`config.mk`:
```
export PLATFORM = sky130hd
export DESIGN_NAME = dsmp_param_bank
export DESIGN_NICKNAME = d
export VERILOG_FILES = /design/src/dsmp_pkg.sv /design/src/dsmp_param_bank.sv
export SDC_FILE = /design/constraint.sdc
export NUM_CORES = 1
export LEC_CHECK = 0
export BUFFER_PORTS_ARGS = -buffer_cell sky130_fd_sc_hd__buf_2
export CAP_MARGIN = 5
export CORE_MARGIN = 4
export CORE_UTILIZATION = 50
export DETAILED_ROUTE_END_ITERATION = 10
export GPL_TIMING_DRIVEN = 0
export PLACE_DENSITY = 0.78
export SLEW_MARGIN = 20
export SYNTH_ARGS = -nofsm -noshare
export SYNTH_HDL_FRONTEND = slang
export SYNTH_SLANG_ARGS = --single-unit
```
`constraint.sdc`:
```
create_clock -name mclk -period 10.65 [get_ports mclk]
set_clock_uncertainty 0.1 [all_clocks]
set_input_delay 2.13 -clock mclk [delete_from_list [all_inputs] [get_ports mclk]]
set_output_delay 2.13 -clock mclk [all_outputs]
set_load 0.01 [all_outputs]
```
`src/dsmp_pkg.sv`:
```
// constants and carrier types for the drive status and mapping parameter bank
// assumes a word-addressed parameter port driven by the fieldbus front end
`default_nettype none

package dsmp_pkg;

   localparam int          ADDR_W          = 16;
   localparam int          DATA_W          = 32;
   localparam int          MAP_COUNT       = 4;

   // parameter addresses as the fieldbus sees them
   localparam logic [15:0] ADDR_MAP_PTR_5  = 16'h014E;
   localparam logic [15:0] ADDR_MAP_PTR_6  = 16'h0150;
   localparam logic [15:0] ADDR_MAP_PTR_7  = 16'h0152;
   localparam logic [15:0] ADDR_MAP_PTR_8  = 16'h0154;
   localparam logic [15:0] ADDR_OUT_STATE  = 16'h015C;
   localparam logic [15:0] ADDR_LAST_ALERT = 16'h015E;

   // reset / factory values
   localparam logic [31:0] RST_MAP_PTR     = 32'h0000_0000;
   localparam logic [15:0] RST_OUT_STATE   = 16'h0000;
   localparam logic [15:0] RST_LAST_ALERT  = 16'h0000;

   // output function state bit positions
   localparam int          BIT_READY       = 0;
   localparam int          BIT_PWR_ON      = 1;
   localparam int          BIT_STANDSTILL  = 2;
   localparam int          BIT_VEL_REACHED = 3;
   localparam int          BIT_MOTION_DONE = 4;
   localparam int          BIT_TORQUE_CAP  = 5;
   localparam int          BIT_ERROR       = 6;
   localparam int          BIT_BRAKE       = 7;
   localparam int          BIT_REF_DONE    = 8;
   localparam int          BIT_OVERLOAD    = 9;
   localparam int          BIT_WARNING     = 10;

   // mapping pointer field layout: each half = group code (high byte), number (low byte)
   localparam int          PTR_HI_LSB      = 16;
   localparam int          PTR_GROUP_LSB   = 8;

   typedef struct packed {
      logic driveReadyFlag;
      logic powerStageActive;
      logic standstillFlag;
      logic targetVelocityReached;
      logic motionDoneFlag;
      logic torqueCappedFlag;
      logic errorDetected;
      logic brakeReleaseCtl;
      logic referenceRunDone;
      logic motorOverloadAlert;
      logic limitSwitchTrip;
      logic underVoltage;
      logic nodeGuardAlert;
      logic operationalHalt;
   } dsmp_func_s;

   typedef struct packed {
      logic [7:0] group;
      logic [7:0] number;
   } dsmp_target_s;

   typedef struct packed {
      logic              wr;
      logic              rd;
      logic [ADDR_W-1:0] addr;
      logic [DATA_W-1:0] wdata;
   } dsmp_req_s;

   typedef logic [1:0] dsmp_idx_t;

endpackage : dsmp_pkg

`default_nettype wire

```
`src/dsmp_param_bank.sv`:
```
// parameter bank: four mapping pointers, output function state, last alert number
// assumes requests, function flags and alert events are synchronous to mclk;
// nonvolatile storage of the pointers lives outside and restores them after reset
`timescale 1ns/10ps
`default_nettype none

module dsmp_param_bank
   import dsmp_pkg::*;
(
   input  wire logic                      mclk,
   input  wire logic                      rst_n,
   input  wire dsmp_req_s                 req,
   output logic                           rdValid,
   output logic                           rdError,
   output logic                           wrError,
   output logic       [DATA_W-1:0]        rdData,
   input  wire logic                      restoreValid,
   input  wire dsmp_idx_t                 restoreIndex,
   input  wire logic  [DATA_W-1:0]        restoreData,
   input  wire dsmp_func_s                funcState,
   input  wire logic                      alertValid,
   input  wire logic  [15:0]              alertNumber,
   input  wire logic                      faultReset,
   output logic       [MAP_COUNT*DATA_W-1:0] mapPointers,
   output dsmp_target_s [2*MAP_COUNT-1:0] mapTargets
);

   ////////////////////////////////////////////////////////////////////////////
   // address decode, shared by reads and writes

   function automatic logic [3:0] mapHit(input logic [ADDR_W-1:0] a);
      mapHit = {a == ADDR_MAP_PTR_8, a == ADDR_MAP_PTR_7,
                a == ADDR_MAP_PTR_6, a == ADDR_MAP_PTR_5};
   endfunction : mapHit

   function automatic dsmp_target_s halfTarget(input logic [15:0] h);
      halfTarget.group  = h[15:PTR_GROUP_LSB];
      halfTarget.number = h[PTR_GROUP_LSB-1:0];
   endfunction : halfTarget

   ////////////////////////////////////////////////////////////////////////////
   // reset release

   logic rstMeta;
   logic rstSync;

   always_ff @(posedge mclk or negedge rst_n)
   begin
      if (!rst_n)
      begin
         rstMeta <= 1'b0;
         rstSync <= 1'b0;
      end
      else
      begin
         rstMeta <= 1'b1;
         rstSync <= rstMeta;
      end
   end

   wire logic rstInt_n = rstSync;

   ////////////////////////////////////////////////////////////////////////////
   // mapping pointers

   logic [DATA_W-1:0] mapPtr [MAP_COUNT];
   logic [3:0]        wrHit;

   assign wrHit = req.wr ? mapHit(req.addr) : 4'h0;

   always_ff @(posedge mclk or negedge rstInt_n)
   begin
      if (!rstInt_n)
      begin
         for (int i = 0; i < MAP_COUNT; i++)
            mapPtr[i] <= RST_MAP_PTR;
      end
      else
      begin
         for (int i = 0; i < MAP_COUNT; i++)
         begin
            // a fieldbus write overrides a restore landing in the same cycle
            if (wrHit[i])
               mapPtr[i] <= req.wdata;
            else if (restoreValid && restoreIndex == dsmp_idx_t'(i))
               mapPtr[i] <= restoreData;
         end
      end
   end

   always_ff @(posedge mclk or negedge rstInt_n)
   begin
      if (!rstInt_n)
      begin
         mapPointers <= '0;
         mapTargets  <= '0;
      end
      else
      begin
         for (int i = 0; i < MAP_COUNT; i++)
         begin
            mapPointers[i*DATA_W +: DATA_W] <= mapPtr[i];
            // low half names the 32-bit or first 16-bit target
            mapTargets[2*i]   <= halfTarget(mapPtr[i][PTR_HI_LSB-1:0]);
            mapTargets[2*i+1] <= halfTarget(mapPtr[i][DATA_W-1:PTR_HI_LSB]);
         end
      end
   end

   ////////////////////////////////////////////////////////////////////////////
   // output function state, sampled every cycle from the unforced function levels

   logic [15:0] outState;
   logic [15:0] next_outState;

   always_comb
   begin
      next_outState                  = RST_OUT_STATE;
      next_outState[BIT_READY]       = funcState.driveReadyFlag;
      next_outState[BIT_PWR_ON]      = funcState.powerStageActive;
      next_outState[BIT_STANDSTILL]  = funcState.standstillFlag;
      next_outState[BIT_VEL_REACHED] = funcState.targetVelocityReached;
      next_outState[BIT_MOTION_DONE] = funcState.motionDoneFlag;
      next_outState[BIT_TORQUE_CAP]  = funcState.torqueCappedFlag;
      next_outState[BIT_ERROR]       = funcState.errorDetected;
      next_outState[BIT_BRAKE]       = funcState.brakeReleaseCtl;
      next_outState[BIT_REF_DONE]    = funcState.referenceRunDone;
      next_outState[BIT_OVERLOAD]    = funcState.motorOverloadAlert;
      next_outState[BIT_WARNING]     = funcState.limitSwitchTrip
                                     | funcState.underVoltage
                                     | funcState.nodeGuardAlert
                                     | funcState.operationalHalt;
   end

   always_ff @(posedge mclk or negedge rstInt_n)
   begin
      if (!rstInt_n)
         outState <= RST_OUT_STATE;
      else
         outState <= next_outState;
   end

   ////////////////////////////////////////////////////////////////////////////
   // last alert number

   logic [15:0] lastAlert;

   always_ff @(posedge mclk or negedge rstInt_n)
   begin
      if (!rstInt_n)
         lastAlert <= RST_LAST_ALERT;
      else if (alertValid)
         lastAlert <= alertNumber;
      else if (faultReset)
         lastAlert <= RST_LAST_ALERT;
   end

   ////////////////////////////////////////////////////////////////////////////
   // read port and access errors

   logic [3:0] rdHit;
   logic       rdOk;

   assign rdHit = mapHit(req.addr);
   assign rdOk  = (|rdHit) || req.addr == ADDR_OUT_STATE || req.addr == ADDR_LAST_ALERT;

   always_ff @(posedge mclk or negedge rstInt_n)
   begin
      if (!rstInt_n)
      begin
         rdValid <= 1'b0;
         rdError <= 1'b0;
         wrError <= 1'b0;
         rdData  <= '0;
      end
      else
      begin
         rdValid <= req.rd;
         rdError <= req.rd && !rdOk;
         // read-only or unmapped write is dropped and flagged
         wrError <= req.wr && !(|wrHit);
         rdData  <= '0;
         if (req.rd)
         begin
            for (int i = 0; i < MAP_COUNT; i++)
               if (rdHit[i])
                  rdData <= mapPtr[i];
            if (req.addr == ADDR_OUT_STATE)
               rdData <= {16'h0000, outState};
            if (req.addr == ADDR_LAST_ALERT)
               rdData <= {16'h0000, lastAlert};
         end
      end
   end

endmodule : dsmp_param_bank

`default_nettype wire

```
; ---- After elaboration in Yosys (flattened, before gate mapping)
; Index checks and enable logic that the tools add are counted.
[op_classes]
n_mux = 18
order_cmp = 0
mul = 0
eq_ne = 9
addsub = 0
n_reduce_logical = 18
n_bitwise = 3
div_mod_pow = 0
shift = 0
[ops]
columns = cell, n
row1 = two-way mux 32 bit, 15
row2 = equality test 16 x 9 -> 1 bit (second input constant), 6
row3 = two-way mux 16 bit, 2
row4 = nonzero test 2 bit, 5
row5 = OR reduction 4 bit, 2
row6 = logical AND 1 bit, 6
row7 = equality test 2 bit (second input constant), 2
row8 = two-way mux 4 bit, 1
row9 = bitwise OR 1 bit, 3
row10 = equality test 2 x 1 -> 1 bit (second input constant), 1
row11 = logical NOT 1 bit, 2
row12 = logical NOT 2 bit, 1
row13 = logical OR 1 bit, 2
[word_totals]
out_inout_bits = 291
register_bits = 448
input_bits = 119
ram_bits = 0
latchBits = 0
word_cells = 77
romBits = 0
n_memories = 0

; ---- Longest topological paths before layout
; Gate-level depths: netlist of run 1.
[depth]
depth_word = 8
mapped_depth = 9
mapped_depth_nobuf = 5

; ---- Worst setup path after synthesis of run 1
; OpenSTA, ideal clock, no wires.
[synth_path]
path_kind = input to register
startpoint = input req[41] in the netlist's numbering
endpoint = register mapPtr[10] in the netlist's numbering
arrival_time_ns = 3.933
path_buffers = 3
setup_slack_ns = 6.494
path_stages = 8
path_cell_list = or4_1 > or4_1 > clkbuf_1 > or2_1 > buf_6 > buf_2 > nor2_1 > a21oi_1
[synth_via]
elab_chain_len = 3
elab_cells_between_ends = 4
classes_between = eq/ne (1) / mux (2) / reduce/logical (1)
[synth_lines]
columns = element, line_no
row1 = "start, declared", dsmp_param_bank.sv:12  ; input wire dsmp_req_s req,
row2 = equality test 16 x 9 -> 1 bit *, dsmp_param_bank.sv:32  ; mapHit = {a == ADDR_MAP_PTR_8, a == ADDR_MAP_PTR_7,
row3 = two-way mux 4 bit *, dsmp_param_bank.sv:69  ; assign wrHit = req.wr ? mapHit(req.addr) : 4'h0;
row4 = two-way mux 32 bit or nonzero test 2 bit (tied branches), -
row5 = "end signal, assigned by index", dsmp_param_bank.sv:84  ; mapPtr[i] <= req.wdata;
row6 = "end signal, assigned by index", dsmp_param_bank.sv:86  ; mapPtr[i] <= restoreData;
row7 = "end, declared", dsmp_param_bank.sv:66  ; logic [DATA_W-1:0] mapPtr [MAP_COUNT];
; Mark *: on every way between the ends. The rest lies on a longest branch, timed or not.
; A chain may end at the register's enable or synchronous reset.

; ---- Final worst setup path of run 1
[layout_path]
startpoint = input req[41] in the netlist's numbering
endpoint = register rdData[8]
[layout_via]
elab_chain_len = 8
elab_cells_between_ends = 13
classes_between = eq/ne (6) / mux (7)
[layout_lines]
columns = element, line_no
row1 = equality test 16 x 9 -> 1 bit, dsmp_param_bank.sv:33  ; a == ADDR_MAP_PTR_6, a == ADDR_MAP_PTR_5};
row2 = two-way mux 32 bit (4 in a row), dsmp_param_bank.sv:186  ; if (rdHit[i])
row3 = two-way mux 32 bit, dsmp_param_bank.sv:188  ; if (req.addr == ADDR_OUT_STATE)
row4 = two-way mux 32 bit *, dsmp_param_bank.sv:190  ; if (req.addr == ADDR_LAST_ALERT)
row5 = two-way mux 32 bit *, dsmp_param_bank.sv:183  ; if (req.rd)
row6 = "end signal, assigned", dsmp_param_bank.sv:187  ; rdData <= mapPtr[i];
row7 = "end signal, assigned", dsmp_param_bank.sv:189  ; rdData <= {16'h0000, outState};
row8 = "end signal, assigned", dsmp_param_bank.sv:191  ; rdData <= {16'h0000, lastAlert};
row9 = "end, declared", dsmp_param_bank.sv:16  ; output logic [DATA_W-1:0] rdData,
; Marks and branches as above.

==> metrics.txt, run 1 <==
Die Y-Extent=170 um; die width=170 um; PortBufs=408; register area=0.00801 sq mm; endpoint class of the critical path=register; Post-Syn Nets=1250; Max Clk Rate=238 MHz; routed len/inst=21.8 um; outcome=completed; WP data arrival=4.48 ns; largest area contributor in the netlist=dfrtp_1; I/O Pins=410; final setup margin=6.45 ns; dpl ws=6.03 ns; Max-Cap Viols=0; HPWL Detailed=30.3 mm; r2r setup slk=9.07 ns; Cell Chain, Critical Path=buf_2 > nor4_1 > and3_1 > clkbuf_1 > and2_1 > buf_2 > clkbuf_1 > a2bb2oi_1 > o32ai_1; actual slew at the worst max-slew pin=1.03 ns; Slew HR=31.4%; Final nets=1700; Post-CTS Setup Bufs=0; final slew viol count=0; Initial Util=50.8%; Final Cell Area=0.0169 sq mm; total power=3360 uW; cell row count=59; Syn-to-layout area delta=28.3%; kind of critical path=in2reg; drc violations=0; clk_lat worst skew=0.50 ns; number of synthesized register bits=320; reg2reg path depth=3; Post-synth EDFFs=0; FILL cells=2031; Clock Tree Buf Depth=3; Final min period=4.20 ns; RR Endpoint=mapTargets[66]; H-tree Lvls=2; Clock transition at path regs=0.06 ns; Crit Path Max Fanout=10; Hold Path Class=reg2async; Synth top area share=60.7%; total track usage=28.6%; endpoints failing setup=0; synthesized area per cell=11.7 sq um; CTS tree=yes; final hold vios=0; final WL=42.5 mm; core area=0.0260 sq mm; Avg Vias per Cell=5.40; multi-input logic area=0.00385 sq mm; Synth Flop Type=dfrtp_1; Fin Setup TNS=0 ns; clk root buf=clkbuf_16; Final GP Congestion=0.887; CP Launch Type=input port; Slowest cell on crit path=clkbuf_1; WP data required=10.93 ns; unrepaired setup endpoints after global routing=no; Unique masters post-synth=33; Final Cycle Share=39.4%; die area=0.0291 sq mm; DRT antenna net count=0; largest net degree at the start of global routing=60; sequential cell area fraction in the yosys report=60.7%; Synth warnings=0; starting DRC count in detailed routing=970; placed cell areas=0.0158 sq mm; drt pass-1 iters=7; clk sink count=320; Critical Path Max Stage Delay=0.55 ns; synthesized netlist cell count=1131; final core occ=65.1%; Post-synth ARST share=100%; post-synthesis cell area=0.0132 sq mm; RR Startpoint=rstInt_n; CTS buffer count=34; CTS Hold Bufs=0; # resized after CTS=0; P_leak=0.00873 uW; total grt overflow=0; first-pass GRT wire length=62.9 mm; ratio of cells with drive above 1 in the final layout=38.0%; via count=10528; initial antenna violation count=9; top post-synthesis cells by area=dfrtp_1, mux2i_1, buf_4; Peak supply drop=0.127 mV; Cell Pwr Density=199 mW/mm^2; vias in the first global route=10479
-- critical path, delay by kind of cell --
kind	cells	cell delay (ns)
AOI/OAI and AO/OA	2	0.51
buffers and inverters	4	1.07
and+or+nand+nor	3	0.76
-- cell usage in the layout (no fill, tap or decap), types with 4 or more instances in the layout --
cell type / count
nor2_1: 132
buf_16: 4
nor3_1: 19
diode_2: 10
nand3_1: 5
clkbuf_8: 8
buf_6: 11
or4_1: 4
clkbuf_16: 35
a2bb2oi_1: 32
nand2_1: 19
o21ai_0: 11
a21oi_1: 160
buf_2: 412
dfrtp_1: 319
o32ai_1: 16
o31ai_1: 5
clkbuf_1: 68
inv_1: 6
nand2b_1: 12
mux2i_1: 139
o22ai_1: 32
buf_4: 129
-- power breakdown --
group	internal (uW)	leakage, uW	switching [uW]	total, uW
Sequential	1410	0.00386	153	1560
Combinational	335	0.00434	310	646
Clock	685	0.000529	467	1150
Total	2430	0.00873	930	3360
-- logic make-up (layout without fill, tap and decap cells) --
kind of cell | count (synthesis) | count (layout) | share of synthesized area [%]
AOI/OAI and AO/OA | 256 | 256 | 11.5
xor gates and xnor gates | 1 | 1 | 0.0664
DFF | 320 | 320 | 60.7
muxes | 139 | 139 | 10.5
other | 1 | 11 | 0.0284
buffers and inverters | 207 | 680 | 10.2
and+or+nand+nor | 207 | 207 | 6.99
-- per-layer routing --
metal	vias to the layer above	GRT usage, %	routed length (um)
li1	4728	-	-
met1	5154	38.2	16700
met2	550	47.6	21100
met3	92	5.25	3340
met4	4	9.38	1270
met5	-	0	26
-- registers in the layout, summed over array words and instances, names as in the netlist --
name	flops
mapTargets	112
rstMeta	1
wrError	1
lastAlert	16
mapPointers	16
rstInt_n	1
mapPtr	128
outState	11
rdData	32
rdValid	1
rdError	1
-- final cells by class --
class / count / share of cell area [%]
inverter: 6 / 0.133
clock inverter: 5 / 0.333
buffer: 201 / 7.84
sequential: 320 / 47.3
antenna: 10 / 0.148
clock buffer: 54 / 6.07
multi-input combinational: 604 / 22.7
timing repair buffer: 414 / 13.0
tap: 335 / 2.48
-- cells in the mapped netlist (all sizes together), types with 2 or more instances --
library cell	instances
dfrtp	320
o21ai	11
a2bb2oi	32
buf	144
clkbuf	57
or4	4
nor4	2
nand3	5
or4b	3
mux2i	139
o32ai	16
inv	6
nand3b	2
nand2	19
nand2b	12
o22ai	32
or2	2
a21oi	160
o31ai	5
nor3	19
nor2	132
-- worst max path at each step --
stage	start	end	slack, ns	cells after the start
2_1_floorplan	rstInt_n	lastAlert[0]	0.97	0
3_3_place_gp	rstInt_n	mapTargets[100]	-2.10	0
3_5_place_dp	req[41]	rdData[8]	6.03	9
4_1_cts	req[41]	rdData[8]	6.55	9
5_1_grt	req[41]	rdData[8]	6.29	9
6_report	req[41]	rdData[8]	6.45	9
-- through the flow --
stage	instances	hold slack [ns]
2_1_floorplan	1131	0.231
3_3_place_gp	1874	0.236
3_5_place_dp	1880	0.176
4_1_cts	1939	0.176
5_1_grt	1946	0.205
6_report	1949	0.165
(Power assumes the default switching activity.)
==> run 2, diff against run 1 <==
--- a/config.mk
+++ b/config.mk
@@ -8,10 +8,10 @@
 export BUFFER_PORTS_ARGS = -buffer_cell sky130_fd_sc_hd__buf_2
 export CAP_MARGIN = 5
 export CORE_MARGIN = 4
-export CORE_UTILIZATION = 50
+export CORE_UTILIZATION = 46
 export DETAILED_ROUTE_END_ITERATION = 10
 export GPL_TIMING_DRIVEN = 0
-export PLACE_DENSITY = 0.78
+export PLACE_DENSITY = 0.76
 export SLEW_MARGIN = 20
 export SYNTH_ARGS = -nofsm -noshare
 export SYNTH_HDL_FRONTEND = slang
==> constraint.sdc (replaced) <==
create_clock -name mclk -period 3.7 [get_ports mclk]
set_clock_uncertainty 0.1 [all_clocks]
set_input_delay 0.74 -clock mclk [delete_from_list [all_inputs] [get_ports mclk]]
set_output_delay 0.74 -clock mclk [all_outputs]
set_load 0.01 [all_outputs]
==> run 2 against run 1 <==
Against the previous run:
- worst setup slack got worse by 5.6 ns
- critical path depth fell by 2
- clock power rose to 3.0 times the previous value
- register-to-register slack got worse by 6.8 ns
- combinational power rose to 2.9 times the previous value
- via count rose by 0.97%
- largest power group unchanged
- wire length rose by 1.6%
- count of clock-buffer cells in the layout fell by 5
- non-clock buffer count rose by 2
==> metrics.txt, run 2 (synthesized netlist as in run 1, its figures left out) <==
vias in the first global route=10680 (+1.9%); RR Endpoint=mapTargets[124]; Reg with most FFs=mapPtr; Largest regs=mapPtr x128, mapTargets x112, rdData x32; Final GP Congestion=0.918 (+3.4%); Clock Tree Buf Depth=3 (unchanged); CP Launch Type=input port; Slew HR=26.1% (-5.3 points); routed len/inst=21.7 um (-0.68%); actual slew at the worst max-slew pin=1.11 ns (+0.0795 ns); DRT antenna net count=0 (unchanged); CTS tree=yes; Buf+Inv Stages, Crit Path=3 (-1); Syn-to-layout area delta=29.3%; largest net degree at the start of global routing=58 (-3.3%); Final Cell Area=0.0171 sq mm (+0.81%); outcome=completed; Crit path max-delay family=simple AND/OR/NAND/NOR gates; starting DRC count in detailed routing=919 (-5.3%); unrepaired setup endpoints after global routing=no; Clock transition at path regs=0.06 ns (about the same); Die Y-Extent=177 um (+4.1%); RR Startpoint=rstInt_n; WP data arrival=3.03 ns (-1.45 ns); Crit Path Max Fanout=10 (unchanged); I/O Pins=410 (unchanged); endpoints failing setup=0 (unchanged); initial antenna violation count=10 (+1); # resized after CTS=0 (unchanged); Hold Path Class=reg2async; clk root buf=clkbuf_16; Final nets=1703 (+0.18%); CTS buffer count=35 (+2.9%); cell row count=61 (+3.4%); HPWL Detailed=30.5 mm (+0.66%); die width=177 um (+4.1%); placed cell areas=0.0159 sq mm (+0.37%); via count=10630 (+0.97%); commonest non-fill, non-tap cells in the layout=buf_2, dfrtp_1, a21oi_1, mux2i_1, nor2_1; clk sink count=320 (unchanged); die area=0.0315 sq mm (+8.3%); P_leak=0.00878 uW (+0.61%); final slew viol count=0 (unchanged); kind of critical path=in2reg; Max-Cap Viols=0 (unchanged); max reg flops=128 (unchanged); clk_lat worst skew=0.50 ns (about the same); Final min period=2.80 ns; Avg Vias per Cell=5.33 (-1.3%); Max Clk Rate=357 MHz; ratio of cells with drive above 1 in the final layout=38.4% (+0.47 points); WP data required=3.93 ns (-7.00 ns); Critical Path Max Stage Delay=0.58 ns (+0.03 ns); Slowest cell on crit path=or4_1; Initial Util=47.1% (-3.7 points); first-pass GRT wire length=63.2 mm (+0.46%); total grt overflow=0 (unchanged); final WL=43.2 mm (+1.6%); H-tree Lvls=2 (unchanged); drc violations=0 (unchanged); Post-CTS Setup Bufs=0 (unchanged); total track usage=26.5% (-2.0 points); Final Cycle Share=75.7%; core area=0.0280 sq mm (+7.8%); Finished Layout Cells=1993 (+2.3%); final hold vios=0 (unchanged); endpoint class of the critical path=register; Cell Chain, Critical Path=buf_2 > or4_1 > or4_1 > clkbuf_1 > clkbuf_1 > o22ai_1 > o32ai_1; PortBufs=408 (unchanged); Peak supply drop=0.310 mV (+140%); reg2reg path depth=2 (-1); commonest non-fill, non-tap cell in the layout=buf_2; drt pass-1 iters=7 (unchanged); r2r setup slk=2.32 ns (-6.75 ns); Post-Place Cells=1924 (+2.3%); Cell Pwr Density=576 mW/mm^2 (+190%)
==> run 2: layout make-up <==
cell class	instances	area, sq um
Sequential cell	320	8010
Fill cell	2306	10900
Antenna cell	7	17.5
Tap cell	378	473
Multi-Input combinational cell	604	3850
Inverter	6	22.5
Timing Repair Buffer	416	2210
Clock inverter	12	119
Clock buffer	49	1040
Buffer	201	1330
==> run 2: worst max path at each step <==
stage	from	endpoint	slack, ns	cells past startpoint
2_1_floorplan	rstInt_n	lastAlert[0]	0.43	0
4_1_cts	req[41]	rdData[14]	0.92	9
3_3_place_gp	rstInt_n	mapTargets[124]	-0.61	0
6_report	req[41]	rdData[3]	0.90	7
3_5_place_dp	req[41]	rdData[12]	0.42	9
5_1_grt	req[41]	rdData[13]	0.73	9
==> run 2: repair_timing <==
item                       4_1_cts  5_1_grt
hold buffers                     1        0
setup endpoints to repair        0        0
hold endpoints to repair         2        0
==> run 2: routing by layer <==
layer	vias up	part of all wire [%]	track usage, %
met3	100	8.6	5.33
met2	575	49	44.0
met5	-	0.095	0
met4	8	3.0	10.2
li1	4723	-	-
met1	5224	39	34.7
==> run 2: per-stage QoR <==
stage                     hold WS, ns  util [%]  setup slack (ns)  setup TNS [ns]  total power (uW)
final                           0.201      60.9             0.899               0              9830
after CTS                       0.220      60.9             0.921               0              9890
after floorplan                 0.231         -             0.426               0              5490
after global placement          0.237      56.1            -0.608         -188.07              6340
after global routing            0.225      60.9             0.732               0             10300
after detailed placement        0.214      56.7             0.417               0              6420
==> run 2: power breakdown <==
group / switching [uW] / leakage [uW] / total [uW] / internal (uW)
sequential: 434 / 0.00386 / 4490 / 4060
clock: 1380 / 0.000572 / 3480 / 2100
combinational: 894 / 0.00435 / 1860 / 966
==> run 2: worst register-to-register path: stages, from the launching register on <==
cell and delay [ns]:
dfrtp_4 0.75, buf_16 0.34, buf_16 0.32
==> run 3, diff against run 2 <==
--- a/config.mk
+++ b/config.mk
@@ -8,10 +8,10 @@
 export BUFFER_PORTS_ARGS = -buffer_cell sky130_fd_sc_hd__buf_2
 export CAP_MARGIN = 5
 export CORE_MARGIN = 4
-export CORE_UTILIZATION = 46
+export CORE_UTILIZATION = 50
 export DETAILED_ROUTE_END_ITERATION = 10
 export GPL_TIMING_DRIVEN = 0
-export PLACE_DENSITY = 0.76
+export PLACE_DENSITY = 0.78
 export SLEW_MARGIN = 20
 export SYNTH_ARGS = -nofsm -noshare
 export SYNTH_HDL_FRONTEND = slang
==> constraint.sdc (replaced) <==
create_clock -name mclk -period 2.7 [get_ports mclk]
set_clock_uncertainty 0.1 [all_clocks]
set_input_delay 0.54 -clock mclk [delete_from_list [all_inputs] [get_ports mclk]]
set_output_delay 0.54 -clock mclk [all_outputs]
set_load 0.01 [all_outputs]
==> run 3 against run 2 <==
Against the previous run:
- critical path depth did not move
- die area fell by 7.6%
- sequential share of layout area up 0.26 points
- global-route usage grew 1.9 points
- clock power up 32%
- hold slack got worse by 0.16 ns
- register-to-register slack got worse by 1.4 ns
- non-clock buffer count is 1 lower
==> metrics.txt, run 3 (synthesized netlist as in run 1, its figures left out) <==
commonest non-fill, non-tap cells in the layout=buf_2, dfrtp_1, a21oi_1, mux2i_1, nor2_1; Post-CTS Setup Bufs=0 (unchanged); kind of critical path=in2reg; final setup margin=0.134 ns (-0.764 ns); unrepaired setup endpoints after global routing=no; final slew viol count=0 (unchanged); r2r setup slk=0.95 ns (-1.37 ns); CP Launch Type=input port; die area=0.0291 sq mm (-7.6%); dpl ws=-0.494 ns (-0.911 ns); Cell Chain, Critical Path=buf_2 > or4_1 > or4_1 > clkbuf_1 > clkbuf_1 > o22ai_1 > o32ai_1; DRT antenna net count=0 (unchanged); Final GP Congestion=0.888 (-3.2%); Cell Pwr Density=784 mW/mm^2 (+36%); ratio of cells with drive above 1 in the final layout=38.3% (-0.10 points); CTS buffer count=34 (-2.9%); total track usage=28.4% (+1.9 points); drc violations=0 (unchanged); final hold vios=0 (unchanged); Peak supply drop=0.550 mV (+78%); RR Startpoint=rstInt_n; Max Clk Rate=390 MHz; reg2reg path depth=4 (+2); Slowest cell on crit path=or4_1; Critical Path Max Stage Delay=0.57 ns (about the same); Final nets=1701 (-0.12%); largest net degree at the start of global routing=60 (+3.4%); Hold WS=0.0428 ns (-0.158 ns); commonest non-fill, non-tap cell in the layout=buf_2; die width=170 um (-3.9%); clk_lat worst skew=0.50 ns (about the same); Max-Cap Viols=0 (unchanged); via count=10691 (+0.57%); core area=0.0260 sq mm (-7.2%); Initial Util=50.8% (+3.7 points); Die Y-Extent=170 um (-3.9%); Hold Path Class=in2reg; max reg flops=128 (unchanged); I/O Pins=410 (unchanged); actual slew at the worst max-slew pin=1.08 ns (-0.0278 ns); Reg with most FFs=mapPtr; routed len/inst=21.7 um (+0.27%); hold wc startpoint=funcState[12]; cell row count=59 (-3.3%); first-pass GRT wire length=62.7 mm (-0.68%); PortBufs=408 (unchanged); H-tree Lvls=2 (unchanged); outcome=completed; starting DRC count in detailed routing=887 (-3.5%); initial antenna violation count=12 (+2); endpoints failing setup=0 (unchanged); vias in the first global route=10645 (-0.33%); Clock transition at path regs=0.06 ns (about the same); worst hold path stage count=1; Avg Vias per Cell=5.48 (+2.7%); final WL=42.4 mm (-1.8%); Crit Path Max Fanout=10 (unchanged); Largest regs=mapPtr x128, mapTargets x112, rdData x32; Syn-to-layout area delta=28.6%; drt pass-1 iters=6 (-1); Final Cycle Share=95.0%; Final min period=2.57 ns; Worst Hold Endpoint=outState[1]; HPWL Detailed=30.3 mm (-0.81%); total grt overflow=0 (unchanged); CTS tree=yes; P_leak=0.00876 uW (-0.26%); Slew HR=28.0% (+1.9 points); RR Endpoint=mapTargets[91]; endpoint class of the critical path=register; clk root buf=clkbuf_16; WP data arrival=2.81 ns (-0.22 ns); WP data required=2.95 ns (-0.98 ns); clk sink count=320 (unchanged); Clock Tree Buf Depth=3 (unchanged)
==> run 3: worst max path at each step <==
stage / slack (ns) / to / startpoint / cells past startpoint
after floorplan: -0.57 / lastAlert[0] / rstInt_n / 0
after global placement: -1.56 / mapTargets[100] / rstInt_n / 0
after detailed placement: -0.49 / rdData[6] / req[41] / 9
after CTS: 0.07 / rdData[18] / req[41] / 9
after global routing: 0.05 / mapPtr[74] / req[41] / 8
final: 0.13 / rdData[5] / req[41] / 7
==> run 3: where the power goes <==
part / internal, uW / switching, uW
clock network: 2750 / 1840
registers: 5560 / 608
logic: 1320 / 1220
total: 9630 / 3670
==> run 3: cell type report <==
class / instances / area [sq um]
clock buffers: 49 / 988
diodes: 9 / 22.5
plain buffers: 201 / 1330
flip-flops and latches: 320 / 8010
multi-input cells: 604 / 3850
inverters: 6 / 22.5
well taps: 335 / 419
clock inverters: 12 / 123
repair buffers: 415 / 2210
fillers: 2087 / 9010
==> run 3: critical path, delay by kind of cell <==
kind	cells	cell delay, ns
AOI/OAI and AO/OA	2	0.45
buffers and inverters	3	0.69
and+or+nand+nor	2	1.12
==> run 3: what timing repair did <==
item,in CTS,in global routing
hold buffers,1,0
endpoints found under the hold margin,2,0
cloned,0,0
gates resized for setup,1,2
setup endpoints to repair,1,4
==> run 3: through the flow <==
| stage | area [sq um] | util, % | setup TNS (ns) | power (uW) | cells |
|---|---|---|---|---|---|
| global route | 17000 | 65.3 | 0 | 13900 | 1949 |
| global placement | 15700 | 60.3 | -535.76 | 8680 | 1874 |
| finish | 17000 | 65.3 | 0 | 13300 | 1951 |
| CTS | 16900 | 65.2 | 0 | 13400 | 1942 |
| floorplan | 13200 | - | -182.68 | 7520 | 1131 |
| detailed placement | 15800 | 60.9 | -37.61 | 8800 | 1880 |
==> run 3: routing by layer <==
metal	up-vias	part of all wire, %	track usage, %
met5	-	0.12	0
met4	8	3.3	10.8
met3	117	9.3	5.99
met2	632	49	47.0
met1	5203	39	37.1
li1	4731	-	-
